--- src/rtl/eecmd_cfg.svh ---
// offsets, field positions and timing counts of the eeprom command unit
// assumes 32-bit register port with byte addresses and a 125 MHz core clock
`ifndef EECMD_CFG_SVH
`define EECMD_CFG_SVH

// ------------------------------------------------------------
// register offsets
// ------------------------------------------------------------
`define EECMD_OFS_CMD 8'hb0
`define EECMD_OFS_DATA 8'hb4
`define EECMD_OFS_ISTS 8'hb8
`define EECMD_OFS_ICLR 8'hbc
`define EECMD_OFS_IEN 8'hc0

// ------------------------------------------------------------
// fields
// ------------------------------------------------------------
`define EECMD_BUSY_BIT 31
`define EECMD_OP_LSB 28
`define EECMD_TMO_BIT 9
`define EECMD_OP_READ 3'h0
`define EECMD_OP_WRITE 3'h3
`define EECMD_IRQ_DONE 0
`define EECMD_IRQ_TMO 1
`define EECMD_MAC_BYTES 6

// ------------------------------------------------------------
// timing
// ------------------------------------------------------------
`define EECMD_CLK_MHZ 125
`define EECMD_TIMEOUT_US 1000
`define EECMD_TIMEOUT_CYC (`EECMD_TIMEOUT_US * `EECMD_CLK_MHZ)
`define EECMD_SCK_NS 800
`define EECMD_SCK_DIV ((`EECMD_SCK_NS / 2) / (1000 / `EECMD_CLK_MHZ))

`endif

--- src/rtl/eecmd_pkg.sv ---
// types shared by the eeprom command unit
// assumes nothing beyond the cfg header
package eecmd_pkg;
    typedef enum logic [1:0] {
        EECMD_LOAD = 2'h0,
        EECMD_IDLE = 2'h1,
        EECMD_RUN = 2'h3
    } eecmd_ctl_type;

    typedef enum logic [2:0] {
        EECMD_E_IDLE = 3'h0,
        EECMD_E_SEND = 3'h1,
        EECMD_E_RECV = 3'h3,
        EECMD_E_WAIT = 3'h2,
        EECMD_E_DONE = 3'h6
    } eecmd_eng_type;
endpackage

--- src/rtl/eecmd_if.sv ---
// request and answer between the command unit and its serial engine
// assumes both ends run on mclk
`timescale 1ns/10ps
interface eecmd_if;
    logic start;
    logic is_write;
    logic [7:0] addr;
    logic [7:0] wdata;
    logic [7:0] rdata;
    logic done;
    logic tmo;

    modport ctl (output start, is_write, addr, wdata, input rdata, done, tmo);
    modport eng (input start, is_write, addr, wdata, output rdata, done, tmo);
endinterface

--- src/rtl/eecmd_engine.sv ---
// serial engine: shifts a command frame to the eeprom and, for a read, a byte back
// assumes start only while idle; miso comes from a pin and is synchronised here
`timescale 1ns/10ps
`include "eecmd_cfg.svh"
module eecmd_engine
    import eecmd_pkg::*;
#(
    parameter int TIMEOUT_CYC = `EECMD_TIMEOUT_CYC
) (
    input wire logic mclk,
    input wire logic resetn,
    eecmd_if.eng eng,
    output logic ee_cs,
    output logic ee_sck,
    output logic ee_mosi,
    input wire logic ee_miso
);
    initial begin
        if (TIMEOUT_CYC < 2) $error("timeout too short");
    end

    eecmd_eng_type st_ff, nxt_st;
    logic [18:0] sh_ff, nxt_sh;
    logic [4:0] cnt_ff, nxt_cnt;
    logic [7:0] rd_ff, nxt_rd;
    logic [7:0] div_ff, nxt_div;
    logic [31:0] to_ff, nxt_to;
    logic ph_ff, nxt_ph, cs_ff, nxt_cs, sck_ff, nxt_sck, tmo_ff, nxt_tmo, wr_ff, nxt_wr;
    logic miso_m_ff, miso_s_ff;
    logic tick;

    assign tick = (div_ff == 8'(`EECMD_SCK_DIV - 1));
    assign eng.done = (st_ff == EECMD_E_DONE);
    assign eng.rdata = rd_ff;
    assign eng.tmo = tmo_ff;
    assign ee_cs = cs_ff;
    assign ee_sck = sck_ff;
    assign ee_mosi = sh_ff[18];

    always_comb begin
        nxt_st = st_ff;
        nxt_sh = sh_ff;
        nxt_cnt = cnt_ff;
        nxt_rd = rd_ff;
        nxt_to = to_ff;
        nxt_ph = ph_ff;
        nxt_cs = cs_ff;
        nxt_sck = sck_ff;
        nxt_tmo = tmo_ff;
        nxt_wr = wr_ff;
        nxt_div = tick ? 8'h00 : div_ff + 8'h01;
        unique case (st_ff)
            EECMD_E_IDLE: begin
                if (eng.start) begin
                    nxt_st = EECMD_E_SEND;
                    nxt_wr = eng.is_write;
                    nxt_sh = {1'b1, eng.is_write, ~eng.is_write, eng.addr, eng.wdata};
                    nxt_cnt = eng.is_write ? 5'h13 : 5'h0b;
                    nxt_cs = 1'b1;
                    nxt_ph = 1'b0;
                    nxt_tmo = 1'b0;
                    nxt_to = 32'h0;
                    nxt_div = 8'h00;
                end
            end
            EECMD_E_SEND: begin
                if (tick) begin
                    nxt_ph = ~ph_ff;
                    nxt_sck = ~ph_ff;
                    if (ph_ff) begin
                        nxt_sh = {sh_ff[17:0], 1'b0};
                        nxt_cnt = cnt_ff - 5'h01;
                        if (cnt_ff == 5'h01) begin
                            nxt_st = wr_ff ? EECMD_E_WAIT : EECMD_E_RECV;
                            nxt_cnt = 5'h08;
                            nxt_cs = ~wr_ff;
                        end
                    end
                end
            end
            EECMD_E_RECV: begin
                if (tick) begin
                    nxt_ph = ~ph_ff;
                    nxt_sck = ~ph_ff;
                    if (!ph_ff) begin
                        nxt_rd = {rd_ff[6:0], miso_s_ff};
                    end else begin
                        nxt_cnt = cnt_ff - 5'h01;
                        if (cnt_ff == 5'h01) begin
                            nxt_st = EECMD_E_DONE;
                        end
                    end
                end
            end
            EECMD_E_WAIT: begin
                // a missing part never signals ready, so only the counter ends the wait
                nxt_to = to_ff + 32'h1;
                if (tick) begin
                    nxt_cs = 1'b1;
                end
                if (cs_ff && miso_s_ff) begin
                    nxt_st = EECMD_E_DONE;
                end else if (to_ff >= 32'(TIMEOUT_CYC - 1)) begin
                    nxt_st = EECMD_E_DONE;
                    nxt_tmo = 1'b1;
                end
            end
            EECMD_E_DONE: begin
                nxt_st = EECMD_E_IDLE;
                nxt_cs = 1'b0;
                nxt_sck = 1'b0;
            end
            default: nxt_st = EECMD_E_IDLE;
        endcase
    end

    always_ff @(posedge mclk or negedge resetn) begin
        if (!resetn) begin
            st_ff <= EECMD_E_IDLE;
            sh_ff <= 19'h0;
            cnt_ff <= 5'h0;
            rd_ff <= 8'h0;
            div_ff <= 8'h0;
            to_ff <= 32'h0;
            ph_ff <= 1'b0;
            cs_ff <= 1'b0;
            sck_ff <= 1'b0;
            tmo_ff <= 1'b0;
            wr_ff <= 1'b0;
            miso_m_ff <= 1'b0;
            miso_s_ff <= 1'b0;
        end else begin
            st_ff <= nxt_st;
            sh_ff <= nxt_sh;
            cnt_ff <= nxt_cnt;
            rd_ff <= nxt_rd;
            div_ff <= nxt_div;
            to_ff <= nxt_to;
            ph_ff <= nxt_ph;
            cs_ff <= nxt_cs;
            sck_ff <= nxt_sck;
            tmo_ff <= nxt_tmo;
            wr_ff <= nxt_wr;
            miso_m_ff <= ee_miso;
            miso_s_ff <= miso_m_ff;
        end
    end
endmodule

--- src/rtl/eecmd_top.sv ---
// eeprom command register, busy handshake, reset-time address load and interrupts
// assumes a single-cycle register port master and an external serial eeprom
//
// Design decision made here: the address-and-strobe port.
`timescale 1ns/10ps
`include "eecmd_cfg.svh"

// Overview of operation
// - writing one to command bit 31 starts the selected operation at the given address
// - busy stays set during the operation and clears by itself when finished
// - after a read, the fetched byte sits in the data register once busy clears
// - a write to a missing eeprom keeps busy until the timeout, then clears it
// - busy reads as set right after reset because the load starts at once
// - busy clears once the reset-time address load has read all six bytes
module eecmd_top
    import eecmd_pkg::*;
#(
    parameter int TIMEOUT_CYC = `EECMD_TIMEOUT_CYC
) (
    input wire logic mclk,
    input wire logic resetn,
    input wire logic [7:0] reg_addr,
    input wire logic [31:0] reg_wdata,
    input wire logic reg_wr,
    input wire logic reg_rd,
    output logic [31:0] reg_rdata,
    output logic irq,
    output logic [47:0] mac_addr,
    output logic mac_valid,
    output logic ee_cs,
    output logic ee_sck,
    output logic ee_mosi,
    input wire logic ee_miso
);
    initial begin
        if (TIMEOUT_CYC < 2) $error("timeout too short");
    end

    // ------------------------------------------------------------
    // state
    // ------------------------------------------------------------
    eecmd_if eif ();

    eecmd_ctl_type st_ff, nxt_st;
    logic [2:0] op_ff, nxt_op;
    logic [7:0] addr_ff, nxt_addr;
    logic [7:0] data_ff, nxt_data;
    logic tmo_ff, nxt_tmo;
    logic start_ff, nxt_start;
    logic [2:0] ld_cnt_ff, nxt_ld_cnt;
    logic [47:0] mac_ff, nxt_mac;
    logic mac_ok_ff, nxt_mac_ok;
    logic [1:0] sts_ff, nxt_sts;
    logic [1:0] ien_ff, nxt_ien;
    logic [31:0] rdata_ff, nxt_rdata;
    logic busy;
    logic wr_cmd;
    logic [31:0] cmd_view;

    function automatic logic hit(input logic [7:0] a, input logic [7:0] ofs);
        hit = (a == ofs);
    endfunction

    assign busy = (st_ff != EECMD_IDLE);
    assign wr_cmd = reg_wr && hit(reg_addr, `EECMD_OFS_CMD);

    // fields of the command word
    always_comb begin
        cmd_view = 32'h0;
        cmd_view[`EECMD_BUSY_BIT] = busy;
        cmd_view[`EECMD_OP_LSB +: 3] = op_ff;
        cmd_view[`EECMD_TMO_BIT] = tmo_ff;
        cmd_view[7:0] = addr_ff;
    end

    assign eif.start = start_ff;
    assign eif.is_write = (op_ff == `EECMD_OP_WRITE) && (st_ff == EECMD_RUN);
    // the load has no command word, so the byte counter supplies its address
    assign eif.addr = (st_ff == EECMD_LOAD) ? {5'h0, ld_cnt_ff} : addr_ff;
    assign eif.wdata = data_ff;

    // ------------------------------------------------------------
    // next state
    // ------------------------------------------------------------
    always_comb begin
        nxt_st = st_ff;
        nxt_op = op_ff;
        nxt_addr = addr_ff;
        nxt_data = data_ff;
        nxt_tmo = tmo_ff;
        nxt_start = 1'b0;
        nxt_ld_cnt = ld_cnt_ff;
        nxt_mac = mac_ff;
        nxt_mac_ok = mac_ok_ff;
        nxt_sts = sts_ff;
        nxt_ien = ien_ff;
        nxt_rdata = 32'h0;
        unique case (st_ff)
            EECMD_LOAD: begin
                // reset-time fetch of the station address, one byte per read
                if (eif.done) begin
                    nxt_mac[8 * ld_cnt_ff +: 8] = eif.rdata;
                    if (ld_cnt_ff == 3'(`EECMD_MAC_BYTES - 1)) begin
                        nxt_st = EECMD_IDLE;
                        nxt_mac_ok = 1'b1;
                    end else begin
                        nxt_ld_cnt = ld_cnt_ff + 3'h1;
                        nxt_start = 1'b1;
                    end
                end
            end
            EECMD_IDLE: begin
                // command and data writes while busy are dropped; software is expected to wait
                if (wr_cmd) begin
                    nxt_op = reg_wdata[`EECMD_OP_LSB +: 3];
                    nxt_addr = reg_wdata[7:0];
                    if (reg_wdata[`EECMD_BUSY_BIT]) begin
                        nxt_st = EECMD_RUN;
                        nxt_start = 1'b1;
                        nxt_tmo = 1'b0;
                    end
                end
                if (reg_wr && hit(reg_addr, `EECMD_OFS_DATA)) begin
                    nxt_data = reg_wdata[7:0];
                end
            end
            EECMD_RUN: begin
                if (eif.done) begin
                    nxt_st = EECMD_IDLE;
                    nxt_tmo = eif.tmo;
                    if (op_ff != `EECMD_OP_WRITE) begin
                        nxt_data = eif.rdata;
                    end
                end
            end
            default: nxt_st = EECMD_IDLE;
        endcase
        if (reg_wr && hit(reg_addr, `EECMD_OFS_ICLR)) begin
            nxt_sts = sts_ff & ~reg_wdata[1:0];
        end
        if (reg_wr && hit(reg_addr, `EECMD_OFS_IEN)) begin
            nxt_ien = reg_wdata[1:0];
        end
        // set after clear so an event in the clearing cycle is kept
        if (eif.done && st_ff == EECMD_RUN) begin
            nxt_sts[`EECMD_IRQ_DONE] = 1'b1;
            nxt_sts[`EECMD_IRQ_TMO] = sts_ff[`EECMD_IRQ_TMO] | eif.tmo;
        end
        if (reg_rd) begin
            unique case (reg_addr)
                `EECMD_OFS_CMD: nxt_rdata = cmd_view;
                `EECMD_OFS_DATA: nxt_rdata = {24'h0, data_ff};
                `EECMD_OFS_ISTS: nxt_rdata = {30'h0, sts_ff};
                `EECMD_OFS_IEN: nxt_rdata = {30'h0, ien_ff};
                default: nxt_rdata = 32'h0;
            endcase
        end
    end

    // ------------------------------------------------------------
    // registers
    // ------------------------------------------------------------
    always_ff @(posedge mclk or negedge resetn) begin
        if (!resetn) begin
            st_ff <= EECMD_LOAD;
            op_ff <= `EECMD_OP_READ;
            addr_ff <= 8'h00;
            data_ff <= 8'h00;
            tmo_ff <= 1'b0;
            start_ff <= 1'b1;
            ld_cnt_ff <= 3'h0;
            mac_ff <= 48'h0;
            mac_ok_ff <= 1'b0;
            sts_ff <= 2'h0;
            ien_ff <= 2'h0;
            rdata_ff <= 32'h0;
        end else begin
            st_ff <= nxt_st;
            op_ff <= nxt_op;
            addr_ff <= nxt_addr;
            data_ff <= nxt_data;
            tmo_ff <= nxt_tmo;
            start_ff <= nxt_start;
            ld_cnt_ff <= nxt_ld_cnt;
            mac_ff <= nxt_mac;
            mac_ok_ff <= nxt_mac_ok;
            sts_ff <= nxt_sts;
            ien_ff <= nxt_ien;
            rdata_ff <= nxt_rdata;
        end
    end

    assign reg_rdata = rdata_ff;
    assign irq = |(sts_ff & ien_ff);
    assign mac_addr = mac_ff;
    assign mac_valid = mac_ok_ff;

    // the load reuses the normal read path; addresses come from the byte counter
    eecmd_engine #(
        .TIMEOUT_CYC(TIMEOUT_CYC)
    ) u_engine (
        .mclk(mclk),
        .resetn(resetn),
        .eng(eif.eng),
        .ee_cs(ee_cs),
        .ee_sck(ee_sck),
        .ee_mosi(ee_mosi),
        .ee_miso(ee_miso)
    );

    // ------------------------------------------------------------
    // checks
    // ------------------------------------------------------------
    logic seen_ff;
    always_ff @(posedge mclk or negedge resetn) begin
        if (!resetn) begin
            seen_ff <= 1'b0;
        end else begin
            seen_ff <= 1'b1;
        end
    end
endmodule

--- config.mk ---
export PLATFORM = sky130hd
export DESIGN_NAME = eecmd_top
export DESIGN_NICKNAME = d
export VERILOG_FILES = /design/src/rtl/eecmd_pkg.sv /design/src/rtl/eecmd_if.sv /design/src/rtl/eecmd_engine.sv /design/src/rtl/eecmd_top.sv
export VERILOG_INCLUDE_DIRS = /design/src /design/src/rtl
export SDC_FILE = /design/constraint.sdc
export NUM_CORES = 1
export LEC_CHECK = 0
export BUFFER_PORTS_ARGS = -buffer_cell sky130_fd_sc_hd__clkbuf_2
export CAP_MARGIN = 20
export CORE_ASPECT_RATIO = 1.2
export CORE_MARGIN = 2
export CORE_UTILIZATION = 57
export DETAILED_ROUTE_END_ITERATION = 10
export PLACE_DENSITY = 0.79
export SYNTH_ARGS = -nofsm -noshare
export SYNTH_HDL_FRONTEND = slang
export SYNTH_SLANG_ARGS = --single-unit
--- constraint.sdc ---
create_clock -name mclk -period 2.56 [get_ports mclk]
set_input_delay 0.256 -clock mclk [delete_from_list [all_inputs] [get_ports mclk]]
set_output_delay 0.256 -clock mclk [all_outputs]
set_load 0.02 [all_outputs]
==> out/qor.csv <==
stage;metric;value;unit
outcome;status;finished clean;
power_and_ir_drop;cellPowerDensity;581.4;mW/mm^2
clock_tree;cts_tree;done;
global_routing;track_usage;24.78;%
power_and_ir_drop;p_int;4387;uW
logic_synthesis;ys_async_sr_fraction;100.0;%
timing;rsz0062_at_grt;false;
logic_synthesis;ys_types;70;
cells_and_area;fin_area;0.009614;sq mm
clock_tree;cts_made_buffers;17;
cells_and_area;drive_gt1_share;28.10;%
worst_setup_path;endpoint_kind;register;
placed_design;placed_cell_area;0.008980;sq mm
cells_and_area;syn_to_final_growth;15.10;%
route;drtPass1Iterations;7;
die;dieHeight;136.6;microns
logic_synthesis;synthTopCellsByArea;dfrtp_1, mux2_2, mux2i_1;
placed_design;port_buffers;90;
route;vias;6114;
die;initial_core_util;58.19;%
clock_tree;clkLatencyLatePin;430;ps
logic_synthesis;synth.most_common_cell;dfrtp_1;
route;vias_per_cell;5.942;
route;antenna_left;0;
timing;fin_crit;2314;ps
clock_tree;post_cts_buffers;0;
route;routed_wl;18.47;mm
clock_tree;cts.clk_slew.worst_paths;70;ps
die;dieArea;0.01564;sq mm
die;io-pin-count;130;
power_and_ir_drop;pwr-share-seq;49.3;%
worst_setup_path;reg2reg_depth;4;
power_and_ir_drop;p_clk_share;48.1;%
timing;relSlewSlack;51.66;%
global_routing;grt_pass1_wl;30.39;mm
die;die_w;114.5;microns
logic_synthesis;synth_area;0.008353;sq mm
timing;setup_viol;0;
die;coreArea;0.01435;sq mm
global_routing;grt_max_degree;79;
route;drc;0;
timing;fmax;0.4321;GHz
cells_and_area;antennaDiodeCount;0;
route;drt_iter0_markers;396;
placed_design;hpwl;13.00;mm
worst_setup_path;cpPeakStageDelay;510;ps
flow_run;cap_violations;0;
hold_path;holdPathStages;2;
worst_setup_path;crit_required;2870;ps
timing;finalClockSkew;9.089;ps
worst_setup_path;slowest_stage;dfrtp_1;
clock_tree;cts_hold_buf;2;
die;num_rows;48;
route;post_drt_wl_per_cell;17.95;microns
clock_tree;cts_buffer_depth;2;
logic_synthesis;ys.flop_type;dfrtp_1;
global_routing;grt-ovfl-total;0;
clock_tree;htreeDepth;4;
logic_synthesis;avgSynthCellArea;11.17;sq um
logic_synthesis;netlist.area_leader.share;51.83;%
worst_setup_path;critPathMaxFanout;14;
logic_synthesis;yosys_warnings;0;
timing;finalCritPeriodShare;90.41;%
timing;finalMaxSlewViolations;0;
logic_synthesis;ys_seq_elements;174;
global_routing;antenna_found_initial;0;
logic_synthesis;netlist_instances;748;
power_and_ir_drop;leakage;0.004896;uW
clock_tree;cts_resized;0;
cells_and_area;final_cells;1029;
worst_setup_path;start_kind;register;
power_and_ir_drop;sw_frac_of_total;21.51;%
power_and_ir_drop;vdd_ir_drop_max;0.0004748;V
worst_setup_path;criticalPathCategory;register to register;
timing;worst-slew-pin-transition;725.2;ps
power_and_ir_drop;power.share.combinational;2.6;%
power_and_ir_drop;p_switching;1202;uW
logic_synthesis;synth-edff-count;0;
worst_setup_path;arrival;2630;ps
hold_path;min_path_type;input port to register;
clock_tree;clock-sinks;174;
placed_design;gp_congestion;0.8469;
logic_synthesis;synth_seq_area_share;52.14;%
placed_design;place_inst;996;
timing;finalHoldViolCount;0;
cells_and_area;layout.nets;898;
logic_synthesis;synth_top_area_cell;dfrtp_1;
timing;setup_tns;0;ps
clock_tree;cts_root_buf;clkbuf_16;
global_routing;grt_pass1_vias;6210;
logic_synthesis;synth_common_cells;dfrtp_1, nand2_1, mux2_2;
worst_setup_path;crit_path_cell_trace;nand3b_1 > nor2_1 > nand4_1 > mux2_2;
-- through the flow --
step	power (uW)	utilization, %	worst slack [ps]	hold slack [ps]
floorplan	2881	-	372.9	-39.59
detailed placement	2953	62.56	292.9	341.8
global route	5759	66.98	106.2	63.19
finish	5590	66.98	245.6	60.66
CTS	5625	66.98	285.0	52.93
global placement	2947	62.56	422.3	335.8
-- cell type report --
cell class / count / area [sq um]
fillers: 1033 / 4740
clock inverters: 11 / 157.7
repair buffers: 113 / 659.4
well taps: 175 / 219.0
inverters: 15 / 56.30
multi-input cells: 521 / 3710
clock buffers: 20 / 456.7
flip-flops and latches: 174 / 4355
-- registers in the layout, indices dropped and copies added (netlist names), 2 cells and up --
name	count
ld_cnt_ff	3
u_engine.to_ff	32
mac_addr	48
u_engine.st_ff	3
u_engine.div_ff	8
data_ff	8
reg_rdata	13
u_engine.eng.rdata	8
addr_ff	8
sts_ff	2
u_engine.sh_ff	19
st_ff	2
ien_ff	2
op_ff	3
u_engine.cnt_ff	5
-- placed cells by master (no fill, tap or decap), types with 14 or more instances in the layout --
| cell | n |
|---|---|
| a21oi_1 | 19 |
| and2_1 | 16 |
| and3_1 | 14 |
| buf_4 | 19 |
| clkbuf_16 | 17 |
| clkbuf_2 | 89 |
| conb_1 | 19 |
| dfrtp_1 | 173 |
| inv_1 | 15 |
| mux2_2 | 65 |
| mux2i_1 | 42 |
| nand2_1 | 76 |
| nand3_1 | 17 |
| nand4_1 | 30 |
| nor2_1 | 36 |
| o21ai_0 | 38 |
-- logic make-up (layout without fill, tap and decap cells) --
kind of cell    Yosys count  after routing  share of synthesized area (%)
compound gates          113            113                          9.092
flops                   174            174                          52.14
simple gates            255            255                          16.60
buf+inv                  71            159                          4.404
fa+ha+maj                11             11                          1.648
other cells               1             19                        0.04489
xor+xnor                  8              8                         0.8387
mux                     115            115                          15.23
-- per-layer routing --
layer / track usage, % / up-vias / wire [microns]
met1: 28.34 / 3036 / 7218
met4: 11.25 / 0 / 600
met3: 6.112 / 45 / 981
li1: - / 2834 / -
met5: 0 / - / 0
met2: 43.69 / 199 / 9674
-- worst paths after layout --
path                                      end  slack (ps)                from
max in group asynchronous        reg_rdata[7]        1440              resetn
min reg2reg                u_engine.miso_s_ff         360  u_engine.miso_m_ff
max                               mac_addr[7]         250   u_engine.st_ff[0]
min                                  op_ff[2]          60       reg_wdata[30]
max reg2reg                       mac_addr[7]         250   u_engine.st_ff[0]
min in group asynchronous        reg_rdata[0]         440              resetn
-- critical path, delay by kind of cell, from the launching register on --
| family | cells | cell delay, ps |
|---|---|---|
| DFF | 1 | 510 |
| muxes | 1 | 420 |
| and+or+nand+nor | 3 | 1260 |
-- power groups by stage --
stage / Combinational (uW) / Sequential, uW / Clock (uW)
global route: 163 / 2750 / 2840
global placement: 140 / 2810 / 0
finish: 145 / 2760 / 2690
floorplan: 74.2 / 2810 / 0
CTS: 149 / 2760 / 2720
detailed placement: 145 / 2810 / 0
Power figures use the tool's default switching activity.
